## config.mk

```make
export PLATFORM = sky130hd
export DESIGN_NAME = sinc3_decimator
export DESIGN_NICKNAME = d
export VERILOG_FILES = /design/src/common/sinc3_pkg.sv /design/src/rtl/sinc3_decimator.sv
export VERILOG_INCLUDE_DIRS = /design/src /design/src/common
export SDC_FILE = /design/constraint.sdc
export NUM_CORES = 1
export LEC_CHECK = 0
export ABC_CLOCK_PERIOD_IN_PS = 8700
export BUFFER_PORTS_ARGS = -buffer_cell sky130_fd_sc_hd__buf_2
export CORE_MARGIN = 5
export CORE_UTILIZATION = 50
export CTS_CLUSTER_DIAMETER = 30
export CTS_CLUSTER_SIZE = 12
export DETAILED_ROUTE_END_ITERATION = 7
export PLACE_DENSITY = 0.66
export SLEW_MARGIN = 20
export SYNTH_ARGS = -nofsm -noshare
export SYNTH_HDL_FRONTEND = slang
export SYNTH_SLANG_ARGS = --single-unit
```

## constraint.sdc

```tcl
create_clock -name core_clk -period 8.7 [get_ports core_clk]
set_input_delay 0 -clock core_clk [delete_from_list [all_inputs] [get_ports core_clk]]
set_output_delay 0 -clock core_clk [all_outputs]
set_load 0.02 [all_outputs]
```

## src/common/sinc3_params.svh

```systemverilog
/*
 Timing counts, reset values and register offsets of the sinc3 decimator.
 Assumes inclusion by bare name from the package and from the design file.
*/
`ifndef SINC3_PARAMS_SVH
`define SINC3_PARAMS_SVH

`define MOD_RATE_HZ       32768
`define CLK_RATE_HZ       20000000
`define DEC_MULT          8
`define DEC_WORD_RESET    8'h45
`define DEC_WORD_MIN_OFF  8'h03
`define DEC_WORD_MIN_CHOP 8'h0d
`define STEP_SETTLE_CONV  3'h3
`define FREE_SETTLE_CONV  3'h4
`define STEP_PER_WORD_NS  244000
`define ADDR_DEC_WORD     4'h0
`define ADDR_CONTROL      4'h1
`define ADDR_STATUS       4'h2
`define ADDR_RESULT_LO    4'h3
`define ADDR_RESULT_MID   4'h4
`define ADDR_RESULT_HI    4'h5
`define CTRL_CHOP_OFF_BIT 0
`define CTRL_BUF_LO_BIT   1
`define CTRL_BUF_HI_BIT   2
`define CTRL_BURN_BIT     3
`define CTRL_SYNC_BIT     4
`define CTRL_CHAN_LSB     5
`define CTRL_RESET        8'h01
`define ACC_W             27

`endif

```

## src/common/sinc3_pkg.sv

```systemverilog
/*
 Types of the sinc3 decimator: register bus carrier, result carrier, states.
 Assumes sinc3_params.svh on the include path.
*/
`include "sinc3_params.svh"

package sinc3_pkg;

	typedef logic [`ACC_W-1:0] acc_t;

	typedef struct packed {
		logic [3:0] addr;
		logic [7:0] wdata;
		logic       wr;
		logic       rd;
	} reg_req_s;

	typedef struct packed {
		logic       unsettled;
		acc_t       data;
	} result_s;

	typedef enum logic [1:0] {
		ST_IDLE   = 2'b00,
		ST_SETTLE = 2'b01,
		ST_RUN    = 2'b11
	} conv_state_e;

endpackage

```

## src/rtl/sinc3_decimator.sv

```systemverilog
/*
 Sinc3 decimation filter of the primary converter, chop-disabled signal chain.
 Assumes a modulator bit and a one-cycle sample strobe synchronous to
 core_clk, and a register master that never asks for more than one strobe.
*/
// The implementer's own choices: the address map and the address-and-strobe port.
`timescale 1ns/100ps
`default_nettype none
`include "sinc3_params.svh"

module sinc3_decimator (
	input  wire logic                 core_clk,
	input  wire logic                 arst_n,
	input  wire logic                 mod_bit,
	input  wire logic                 mod_strobe,
	input  wire logic                 unsync_step,
	input  wire logic                 calibrating,
	input  wire sinc3_pkg::reg_req_s  reg_req,
	output logic [7:0]                reg_rdata,
	output logic                      result_valid,
	input  wire logic                 result_ready,
	output sinc3_pkg::result_s        result,
	output logic                      burnout_enable,
	output logic                      overflow
);

	localparam int DEC_W = 11;
	// Wide arithmetic: the nanosecond product does not fit in 32 bits
	localparam longint CONV_NS_PER_WORD =
		longint'(`DEC_MULT) * 64'd1000000000 / `MOD_RATE_HZ;

	typedef struct packed {
		logic [7:0]             dec_word;
		logic [7:0]             control;
		logic [2:0]             settle_cnt;
		logic [2:0]             free_cnt;
		logic [DEC_W-1:0]       phase;
		sinc3_pkg::acc_t        int1;
		sinc3_pkg::acc_t        int2;
		sinc3_pkg::acc_t        int3;
		sinc3_pkg::acc_t        comb_d1;
		sinc3_pkg::acc_t        comb_d2;
		sinc3_pkg::acc_t        comb_d3;
		sinc3_pkg::conv_state_e state;
		sinc3_pkg::result_s     buf0;
		sinc3_pkg::result_s     buf1;
		logic [1:0]             count;
		logic                   ovf;
		logic [7:0]             rdata;
	} state_s;

	state_s st;
	state_s next_st;

	// Clamp to the lower bound of the active chop mode
	function automatic logic [7:0] eff_word(input logic [7:0] w,
		input logic chop_off);
		logic [7:0] lo;
		lo = chop_off ? `DEC_WORD_MIN_OFF : `DEC_WORD_MIN_CHOP;
		eff_word = (w < lo) ? lo : w;
	endfunction

	logic [7:0]            word_now;
	logic [DEC_W-1:0]      period;
	logic                  chop_off;
	logic                  buf_on;
	logic                  conv_done;
	logic                  restart;
	logic                  word_wr;
	sinc3_pkg::acc_t       bit_in;
	sinc3_pkg::acc_t       c1;
	sinc3_pkg::acc_t       c2;
	sinc3_pkg::acc_t       c3;
	logic                  push;
	logic                  pop;
	sinc3_pkg::result_s    new_res;

	always_comb begin
		chop_off = st.control[`CTRL_CHOP_OFF_BIT];
		buf_on   = st.control[`CTRL_BUF_LO_BIT] | st.control[`CTRL_BUF_HI_BIT];
		word_now = eff_word(st.dec_word, chop_off);
		period   = {word_now, 3'b000};
		bit_in   = {{(`ACC_W-1){1'b0}}, mod_bit};
		conv_done = mod_strobe && (st.phase == period - 11'h001);
		restart  = reg_req.wr && reg_req.addr == `ADDR_CONTROL &&
			(reg_req.wdata[`CTRL_SYNC_BIT] ||
			reg_req.wdata[7:`CTRL_CHAN_LSB] !=
			st.control[7:`CTRL_CHAN_LSB]);
		// A new word restarts the phase so a shorter period is never skipped
		word_wr  = reg_req.wr && reg_req.addr == `ADDR_DEC_WORD;
		c1 = st.int3 - st.comb_d1;
		c2 = c1 - st.comb_d2;
		c3 = c2 - st.comb_d3;
		new_res.data = c3;
		new_res.unsettled = (st.free_cnt != 3'h0);
		push = conv_done && st.state == sinc3_pkg::ST_RUN;
		pop  = (st.count != 2'h0) && result_ready;
	end

	assign result_valid   = st.count != 2'h0;
	assign result         = st.buf0;
	assign reg_rdata      = st.rdata;
	assign burnout_enable = st.control[`CTRL_BURN_BIT] & buf_on;
	assign overflow       = st.ovf;

	always_comb begin
		next_st = st;
		next_st.rdata = 8'h00;
		if (mod_strobe) begin
			next_st.int1 = st.int1 + bit_in;
			next_st.int2 = st.int2 + st.int1;
			next_st.int3 = st.int3 + st.int2;
			next_st.phase = conv_done ? 11'h000 : st.phase + 11'h001;
		end
		if (conv_done) begin
			next_st.comb_d1 = st.int3;
			next_st.comb_d2 = c1;
			next_st.comb_d3 = c2;
			if (st.free_cnt != 3'h0)
				next_st.free_cnt = st.free_cnt - 3'h1;
		end
		if (unsync_step)
			next_st.free_cnt = `FREE_SETTLE_CONV;
		case (st.state)
		sinc3_pkg::ST_IDLE: begin
			next_st.settle_cnt = `STEP_SETTLE_CONV;
			next_st.state = sinc3_pkg::ST_SETTLE;
		end
		sinc3_pkg::ST_SETTLE: begin
			if (conv_done) begin
				next_st.settle_cnt = st.settle_cnt - 3'h1;
				if (st.settle_cnt == 3'h1)
					next_st.state = sinc3_pkg::ST_RUN;
			end
		end
		sinc3_pkg::ST_RUN: begin
		end
		default: next_st.state = sinc3_pkg::ST_IDLE;
		endcase
		if (restart) begin
			next_st.state = sinc3_pkg::ST_SETTLE;
			next_st.settle_cnt = `STEP_SETTLE_CONV;
			next_st.phase = 11'h000;
		end
		// Two-entry buffer, buf0 is the head
		if (pop) begin
			next_st.buf0 = st.buf1;
			next_st.count = st.count - 2'h1;
		end
		if (push) begin
			if (st.count == 2'h2 && !pop) begin
				next_st.ovf = 1'b1;
			end else if (next_st.count == 2'h0) begin
				next_st.buf0 = new_res;
				next_st.count = 2'h1;
			end else begin
				next_st.buf1 = new_res;
				next_st.count = 2'h2;
			end
		end
		if (reg_req.wr) begin
			if (reg_req.addr == `ADDR_DEC_WORD) begin
				next_st.dec_word = reg_req.wdata;
				next_st.phase = 11'h000;
			end else if (reg_req.addr == `ADDR_CONTROL) begin
				next_st.control = reg_req.wdata;
				next_st.control[`CTRL_SYNC_BIT] = 1'b0;
			end else if (reg_req.addr == `ADDR_STATUS) begin
				if (reg_req.wdata[0] && !(push && st.count == 2'h2 && !pop))
					next_st.ovf = 1'b0;
			end
		end
		if (reg_req.rd) begin
			if (reg_req.addr == `ADDR_DEC_WORD) begin
				next_st.rdata = st.dec_word;
			end else if (reg_req.addr == `ADDR_CONTROL) begin
				next_st.rdata = st.control;
			end else if (reg_req.addr == `ADDR_STATUS) begin
				next_st.rdata = {3'h0, st.state == sinc3_pkg::ST_RUN,
					st.free_cnt == 3'h0, st.count, st.ovf};
			end else if (reg_req.addr == `ADDR_RESULT_LO) begin
				next_st.rdata = st.buf0.data[7:0];
			end else if (reg_req.addr == `ADDR_RESULT_MID) begin
				next_st.rdata = st.buf0.data[15:8];
			end else if (reg_req.addr == `ADDR_RESULT_HI) begin
				next_st.rdata = st.buf0.data[23:16];
			end else begin
				next_st.rdata = 8'h00;
			end
		end
	end

	always_ff @(posedge core_clk or negedge arst_n) begin
		if (!arst_n) begin
			st <= '0;
			st.dec_word <= `DEC_WORD_RESET;
			st.control <= `CTRL_RESET;
			st.state <= sinc3_pkg::ST_IDLE;
		end else begin
			st <= next_st;
		end
	end

	// Cycle counter of the current conversion in modulator strobes
	logic [DEC_W-1:0] strobes_seen;
	always_ff @(posedge core_clk or negedge arst_n) begin
		if (!arst_n)
			strobes_seen <= 11'h000;
		else if (conv_done || restart || word_wr)
			strobes_seen <= 11'h000;
		else if (mod_strobe)
			strobes_seen <= strobes_seen + 11'h001;
	end

	a_word_reset: assert property (@(posedge core_clk)
		$rose(arst_n) |-> st.dec_word == `DEC_WORD_RESET)
		else $error("decimation word reset value wrong");
	a_word_floor: assert property (@(posedge core_clk) disable iff (!arst_n)
		word_now >= (chop_off ? 8'h03 : 8'h0d))
		else $error("effective decimation word below floor");
	a_conv_length: assert property (@(posedge core_clk)
		disable iff (!arst_n)
		conv_done |-> strobes_seen == {word_now, 3'b000} - 11'h001)
		else $error("conversion length not eight times word");
	a_word_write: assert property (@(posedge core_clk) disable iff (!arst_n)
		reg_req.wr && reg_req.addr == `ADDR_DEC_WORD |=>
		st.dec_word == $past(reg_req.wdata))
		else $error("decimation word write lost");
	a_settle_hold: assert property (@(posedge core_clk)
		disable iff (!arst_n)
		restart |=> st.state == sinc3_pkg::ST_SETTLE &&
		st.settle_cnt == 3'h3)
		else $error("settling not restarted");
	a_no_push_settle: assert property (@(posedge core_clk)
		disable iff (!arst_n)
		st.state != sinc3_pkg::ST_RUN |-> !push)
		else $error("result pushed while settling");
	a_unsync_flag: assert property (@(posedge core_clk)
		disable iff (!arst_n)
		unsync_step |=> st.free_cnt == 3'h4)
		else $error("unsettled window not armed");
	a_burnout_gate: assert property (@(posedge core_clk)
		disable iff (!arst_n)
		burnout_enable |-> buf_on)
		else $error("burnout on without buffering");
	a_valid_push: assert property (@(posedge core_clk)
		disable iff (!arst_n)
		push && st.count == 2'h0 |=> result_valid)
		else $error("result not presented");
	a_ns_per_word: assert property (@(posedge core_clk)
		CONV_NS_PER_WORD / 1000 == `STEP_PER_WORD_NS / 1000)
		else $error("conversion step per word wrong");

	c_first_result: cover property (@(posedge core_clk) push);
	c_buffer_full: cover property (@(posedge core_clk) st.count == 2'h2);
	c_chan_change: cover property (@(posedge core_clk) restart);
	c_unsync: cover property (@(posedge core_clk) unsync_step);

endmodule

`default_nettype wire

```

Yosys cells after proc, flatten, opt, wreduce, memory -nomap -nowiden

Index checks and enable logic that the tools add are counted.

Flip-flop bits (word level): 263
Bits of input ports: 21
Output and inout bits: 39

Add/sub/neg operators: 11
Order comparisons: 1
Equal/unequal tests: 14
Multiplexer cells: 37
Bitwise gates (word level): 5
Reduce and logical (&&, ||, !) cells: 27

Operators with widths:

| kind                                                                  | count |
|---|---|
| 92-bit 2-to-1 mux                                                     | 1 |
| 28-bit 2-to-1 mux                                                     | 3 |
| 27-bit subtractor                                                     | 3 |
| 8-bit 2-to-1 mux                                                      | 8 |
| 59-bit 2-to-1 mux                                                     | 1 |
| 58-bit 2-to-1 mux                                                     | 1 |
| 27-bit adder                                                          | 2 |
| 11-bit 2-to-1 mux                                                     | 4 |
| 27-bit by 1-bit adder with 27-bit output                              | 1 |
| 3-bit 2-to-1 mux                                                      | 5 |
| 11-bit by 1-bit adder with 11-bit output (second input constant)      | 1 |
| 11-bit == test                                                        | 1 |
| 11-bit by 1-bit subtractor with 11-bit output (second input constant) | 1 |
| 2-bit 2-to-1 mux                                                      | 5 |
| 1-bit logical AND                                                     | 9 |
| 3-bit AND reduction                                                   | 3 |
| 4-bit by 2-bit == test with 1-bit output (second input constant)      | 2 |
| 4-bit by 3-bit == test with 1-bit output (second input constant)      | 2 |
| 8-bit by 4-bit < comparator with 1-bit output                         | 1 |
| 1-bit 2-to-1 mux                                                      | 6 |
| 3-bit != test (second input constant)                                 | 2 |
| 2-bit case mux with 3 select lines                                    | 1 |
| 3-bit case mux with 2 select lines                                    | 1 |
| 2-bit AND reduction                                                   | 3 |
| other kinds (19)                                                      | 28 |

Logic depth before layout (Yosys ltp)

Gate-level depths: netlist (run 1).

Depth after elaboration: 16
Depth in mapped cells: 30
Depth with buffers taken out: 30

Least setup slack after synthesis (run 1)

No wires, ideal clock.

Path type: flip-flop to flip-flop
Start point: reg st[150] (netlist bit)
End point: reg st[36] (netlist bit)
Data arrival time: 5.689 ns
Data required time: 8.636 ns
Path slack: 2.947 ns
Cell stages (with the launch flop): 27
Buffers on the path: 0
Period minus slack after synthesis: 5.753 ns
Path through: dfrtp_1 inv_1 ha_1 inv_1 fa_1 a211o_1 o211ai_1 a211oi_1 o21ai_0 nand2_1 a21o_1 a21oi_1 xnor2_1 ha_1 and4_1 a221o_1 a311oi_1 nand2_1 a31oi_1 xnor2_1 ha_1 and3_1 nand3_1 o21ai_0 or4b_2 o211ai_1 mux2_4

Word-level cells in the longest chain between the ends: 3

Ends and longest elaborated chain:

| element                | line                   | RTL |
|---|---|---|
| start, declared        | sinc3_decimator.sv:52  | `state_s st;` |
| start signal, assigned | sinc3_decimator.sv:200 | `st <= next_st;` |
| 27-bit subtractor      | sinc3_decimator.sv:91  | `c1 = st.int3 - st.comb_d1;` |
| via c1[12]             | sinc3_decimator.sv:71  | `sinc3_pkg::acc_t c1;` |
| 27-bit subtractor      | sinc3_decimator.sv:92  | `c2 = c1 - st.comb_d2;` |
| via c2[19]             | sinc3_decimator.sv:72  | `sinc3_pkg::acc_t c2;` |
| 27-bit subtractor      | sinc3_decimator.sv:93  | `c3 = c2 - st.comb_d3;` |

The timed path passes the listed nets, and every way through them passes these cells.
A chain may end at the register's enable or synchronous reset.

==> impl_metrics.csv, run 1 <==
group,metric,value,unit
global_routing,busiest_layer,"met2",
cts,cts.sinks,263,
detailed_routing,routedWlPerCell,15.9,um
synth,syn_nets,1985,
synth,seq_area_frac_synth,37.1,%
timing,rsz0062_at_grt,"no",
cts,cts_max_level,3,
critical_path,arrival,7010,ps
cts,cts_tree,"done",
synth,postSynthAreaPerCell,9.78,sq um
cells_and_area,final_cell_area,20700,sq um
critical_path,critPathCaptureType,"flip-flop",
timing,worst_slew_pin_slew,972,ps
detailed_routing,drt-initial-drc-count,581,
timing,clock.fmax,152,MHz
floorplan,initial_core_util,50.3,%
min_path,worstHoldPathType,"primary input to flip-flop",
job,maxCapViolCount,0,
cells_and_area,antenna_cells,0,
critical_path,crit_start,"st[150]",
placed_design,post_dp_cell_area,18200,sq um
cts,cts_setup_buffers,0,
timing,slew_headroom,35.2,%
timing,setup_viol,0,
critical_path,required,9120,ps
synth,yosys-top-cells-area,"dfrtp_1 36%, ha_1 10%, mux2_2 8.3%, xnor2_1 4.9%, mux2i_1 3.3%",
cts,cts_made_buffers,69,
run_status,status,"completed",
critical_path,worst-path-max-fanout,5,
synth,synthArstFlopShare,100,%
critical_path,slowest_stage,"a2111oi_0",
floorplan,die-width,198,um
global_routing,first_global_vias,13571,
placed_design,hpwlAfterDp,27.4,mm
placed_design,gp_congestion,0.877,
global_routing,groute.layer.met1.usage,24.2,%
critical_path,crit_buf_inv,3,
global_routing,grt_max_degree,99,
floorplan,die_y,198,um
cells_and_area,final_common_cell,"dfrtp_1",
placed_design,io_buffers,58,
detailed_routing,ant_nets,0,
timing,period_share,75.7,%
cells_and_area,layout.nets,2056,
detailed_routing,num_vias,13217,
cts,clk_pin_slew,40,ps
timing,finClkSkew,13.4,ps
synth,synth_flop_cell,"dfrtp_1",
global_routing,use_met2,33.7,%
global_routing,grt_util_met3,3.74,%
critical_path,cpPeakStageDelay,460,ps
floorplan,io_pins,60,
global_routing,globalRouteOverflowTotal,0,
cts,clk_latency,550,ps
timing,finalMaxSlewViolations,0,
critical_path,start_kind,"flip-flop",
floorplan,dieArea,39400,sq um
timing,finalHoldViolations,0,
cells_and_area,syn_to_final_growth,16.6,%
floorplan,coreArea,35300,sq um
detailed_routing,detail_route.first_pass.iterations,5,
synth,netlist.area_leader.share,36.5,%
cts,cts_root_buffer,"clkbuf_16",
synth,syn_area,17800,sq um
timing,fin_tns_setup,0,ps
synth,synth-edff-count,0,
global_routing,track_usage,19.6,%
critical_path,rr_startpoint,"st[150]",
detailed_routing,drc,0,
cts,cts_buffer_depth,3,
global_routing,antenna_found_initial,0,
synth,yosys_warnings,0,
cells_and_area,layout-drive-gt1-share,17.1,%
timing,fin_crit,6590,ps
synth,netlist_instances,1816,
synth,yosysUniqueCellTypes,78,
min_path,min-delay-start,"reg_req[10]",
critical_path,path_delay_family,"compound AO/OA/AOI/OAI gates",
critical_path,path_class,"flip-flop to flip-flop",
synth,post-synth-top-area-cell,"dfrtp_1",
cells_and_area,mostFrequentLayoutCells,"259 x dfrtp_1, 143 x ha_1, 135 x inv_1, 131 x mux2_2, 124 x nand2_1",
global_routing,grt_pass1_wl,64.6,mm
detailed_routing,vias_per_cell,5.51,
synth,ys_seq_elements,263,
floorplan,rows,69,
detailed_routing,wl,38.1,mm
## per-stage QoR
stage | utilization [%] | setup WS, ps | std cells | hold slack [ps]
floorplan | - | 2950 | 1816 | -296
global placement | 51.5 | 2300 | 2256 | -54.7
detailed placement | 51.5 | 2170 | 2256 | -52.3
CTS | 58.6 | 2160 | 2400 | 33.2
global route | 58.6 | 1720 | 2400 | 85.4
finish | 58.6 | 2110 | 2400 | 63.6
## Yosys cell counts, types with 6 or more instances
| master | instances |
|---|---|
| dfrtp_1 | 259 |
| ha_1 | 143 |
| inv_1 | 135 |
| mux2_2 | 131 |
| nand2_1 | 124 |
| a21oi_1 | 115 |
| xnor2_1 | 99 |
| nor2_1 | 94 |
| o21ai_0 | 72 |
| a21o_1 | 64 |
| xor2_1 | 60 |
| mux2i_1 | 58 |
| buf_4 | 38 |
| nand3_1 | 32 |
| clkbuf_1 | 30 |
| o21ai_1 | 25 |
| and3_1 | 24 |
| nor3_1 | 22 |
| nor2b_1 | 21 |
| o21a_1 | 20 |
| and2_1 | 18 |
| nand2b_1 | 17 |
| nand4_1 | 14 |
| o21bai_1 | 13 |
| a31oi_1 | 12 |
| a211oi_1 | 11 |
| or3_1 | 10 |
| buf_2 | 8 |
| a211o_1 | 6 |
| a221oi_1 | 6 |
| and4_1 | 6 |
| buf_6 | 6 |
| o211ai_1 | 6 |
## what timing repair did
item / 4_1_cts / 5_1_grt
endpoints found under the setup margin: 0 / 0
resized for setup: 0 / 0
endpoints found under the hold margin: 94 / 0
hold buffers: 21 / 0
## layer usage
metal / wire [um] / up-vias
met5: 0 / -
met4: 1450 / 0
met3: 1370 / 109
met2: 18300 / 226
met1: 17000 / 6292
li1: - / 6590
## sequential cells by signal, indices dropped and copies added (netlist names)
| register | count |
|---|---|
| st | 225 |
| result | 28 |
| reg_rdata | 8 |
| chop_off | 1 |
| overflow | 1 |
## layout make-up
class / count / area, sq um
clock buffer: 96 / 1990
tap: 461 / 577
fill: 2931 / 14600
multi-input combinational: 1330 / 10100
timing repair buffer: 88 / 599
clock inverter: 27 / 299
sequential: 263 / 6590
inverter: 135 / 507
## tightest hold or removal path, cell delays in order
cell	delay, ps
buf_2	360
o41ai_1	160
nand2_1	50
## final timing paths
| check | slack [ps] | cells after the start | end |
|---|---|---|---|
| max | 2110 | 27 | result[25] |
| min | 60 | 3 | overflow |
| max reg2reg | 2110 | 27 | result[25] |
| min reg2reg | 480 | 2 | st[70] |
| max in group asynchronous | 6920 | 4 | st[227] |
| min in group asynchronous | 70 | 3 | result[2] |
## cell families after synthesis
| logic type | Yosys count | share of synthesized area (%) |
|---|---|---|
| xor gates and xnor gates | 159 | 7.84 |
| adders and majority gates | 148 | 10.6 |
| and+or+nand+nor | 409 | 11.3 |
| buffers and inverters | 223 | 5.83 |
| AOI/OAI and AO/OA | 418 | 15.2 |
| DFF | 263 | 37.1 |
| muxes | 196 | 12.1 |
Power of run 1 is not shown: default switching activity piles up to over one toggle a cycle in this logic, so the estimate is an artifact.
==> run 2, diff against run 1 <==
- ABC_CLOCK_PERIOD_IN_PS: 8700 -> 6200
- clock period: 8.7 -> 6.2 ns (I/O delays scaled with it)
==> run 2 against run 1 <==
First-iteration DRC count shrank 15%. Critical path type unchanged. Wire length is 2.0% higher. Critical path depth up 1.
==> impl_metrics.csv, run 2 (synthesis results as in run 1) <==
group,metric,value,unit
run_status,status,"completed",
detailed_routing,drc,0,
floorplan,coreArea,35300,sq um
cts,cts_max_level,3,
floorplan,dieArea,39400,sq um
critical_path,rr_startpoint,"st[150]",
detailed_routing,wl_met2,18.9,mm
cells_and_area,mostFrequentLayoutCells,"259 x dfrtp_1, 143 x ha_1, 133 x inv_1, 131 x mux2_2, 124 x nand2_1",
critical_path,regToRegSetupSlack,290,ps
critical_path,cpMostUsedCell,"ha_1",
timing,clock.fmax,169,MHz
placed_design,gp_congestion,0.869,
placed_design,hpwlAfterDp,27.8,mm
global_routing,grt_pass1_wl,65.7,mm
cells_and_area,largest_reg_flops,225,
critical_path,rr_worst_depth,28,
cells_and_area,layout.nets,2076,
detailed_routing,routed-wl-met3,1.47,mm
timing,worst_slew_pin_slew,962,ps
floorplan,initial_core_util,50.3,%
cts,cts_tree,"done",
detailed_routing,num_vias,13300,
timing,hold_ws,34.3,ps
critical_path,arrival,6390,ps
detailed_routing,drt-initial-drc-count,495,
timing,finalMaxSlewViolations,0,
cells_and_area,layout-drive-gt1-share,19.4,%
detailed_routing,routedWlPerCell,16.1,um
cts,clk_pin_slew,40,ps
global_routing,globalRouteOverflowTotal,0,
detailed_routing,routedLengthMet1,17.2,mm
cells_and_area,fillers,2965,
detailed_routing,vias_per_cell,5.50,
timing,setup_viol,0,
cts,cts.sinks,263,
critical_path,start_kind,"flip-flop",
floorplan,die_y,198,um
timing,slew_headroom,35.8,%
detailed_routing,ant_nets,0,
critical_path,reg2reg_to,"st[36]",
cells_and_area,syn_to_final_growth,18.9,%
cts,cts_root_buffer,"clkbuf_16",
detailed_routing,wl,38.9,mm
critical_path,critPathCaptureType,"flip-flop",
cells_and_area,final_common_cell,"dfrtp_1",
detailed_routing,top_layer,"met4",
critical_path,slowest_stage,"or4b_2",
cts,cts_made_buffers,71,
global_routing,track_usage,20.1,%
timing,period_share,95.3,%
job,maxCapViolCount,0,
cts,cts_buffer_depth,3,
timing,finalHoldViolations,0,
floorplan,io_pins,60,
critical_path,cpPeakStageDelay,610,ps
floorplan,die-width,198,um
timing,fin_crit,5910,ps
floorplan,rows,69,
critical_path,worst-path-max-fanout,5,
critical_path,path_class,"flip-flop to flip-flop",
min_path,worstHoldPathType,"primary input to asynchronous set/reset pin",
timing,finClkSkew,18.5,ps
cells_and_area,antenna_cells,0,
cells_and_area,regMostFlops,"st",
cts,clk_latency,560,ps
placed_design,io_buffers,58,
detailed_routing,detail_route.first_pass.iterations,5,
global_routing,antenna_found_initial,0,
critical_path,required,6690,ps
global_routing,grt_max_degree,168,
global_routing,first_global_vias,13460,
[run 2: cell types whose count changed in the layout (fill, tap and decap cells not counted), sizes merged]
cell	previous run	this run
buf	68	85
clkbuf	96	84
clkinvlp	4	11
bufinv	6	11
clkinv	16	18
dlygate4sd3	20	21
inv	136	135
[run 2: final cells by class]
| cell class | instances | area [sq um] | share of cell area [%] |
|---|---|---|---|
| multi-input combinational | 1330 | 10300 | 48.5 |
| clock buffer | 84 | 1950 | 9.22 |
| clock inverter | 40 | 522 | 2.47 |
| tap | 461 | 577 | 2.73 |
| timing repair buffer | 106 | 729 | 3.45 |
| sequential | 263 | 6590 | 31.2 |
| inverter | 135 | 507 | 2.40 |
[run 2: critical path, delay by kind of cell, from the launching register on]
kind | cells | cell delay, ps
fa+ha+maj | 4 | 1120
simple gates | 5 | 1120
xor+xnor | 2 | 270
buf+inv | 5 | 510
mux | 1 | 180
flops | 1 | 380
compound gates | 11 | 2260
[run 2: worst max-delay path by stage]
stage                     endpoint    start  cells past startpoint  slack, ps
after global routing        st[36]  st[150]                     28        -40
final                       st[36]  st[150]                     28        290
after detailed placement    st[36]  st[150]                     26         50
after global placement      st[36]  st[150]                     26        160
after CTS                   st[36]  st[150]                     26         20
after floorplan             st[36]  st[150]                     26        450
[run 2: stage by stage]
step | TNS [ps] | area (sq um) | setup WS [ps] | util, % | cells
2_1_floorplan | 0 | 17800 | 447 | - | 1816
3_3_place_gp | 0 | 18300 | 156 | 51.7 | 2265
3_5_place_dp | 0 | 18300 | 48.7 | 51.7 | 2265
4_1_cts | 0 | 20900 | 20.7 | 59.3 | 2410
5_1_grt | -77.6 | 21100 | -39.3 | 59.8 | 2419
6_report | 0 | 21100 | 294 | 59.8 | 2419
[run 2: layer usage]
layer	up-vias	GRT usage, %
li1	6637	-
met1	6336	24.7
met2	231	34.6
met3	96	4.07
met4	0	7.95
met5	-	0
[run 2: repair_timing]
item,4_1_cts,5_1_grt
gates resized for setup,0,30
setup buffers,0,9
endpoints found under the hold margin,138,0
endpoints found under the setup margin,0,14
hold buffers,21,0
Power of run 2 is left out for the same reason.
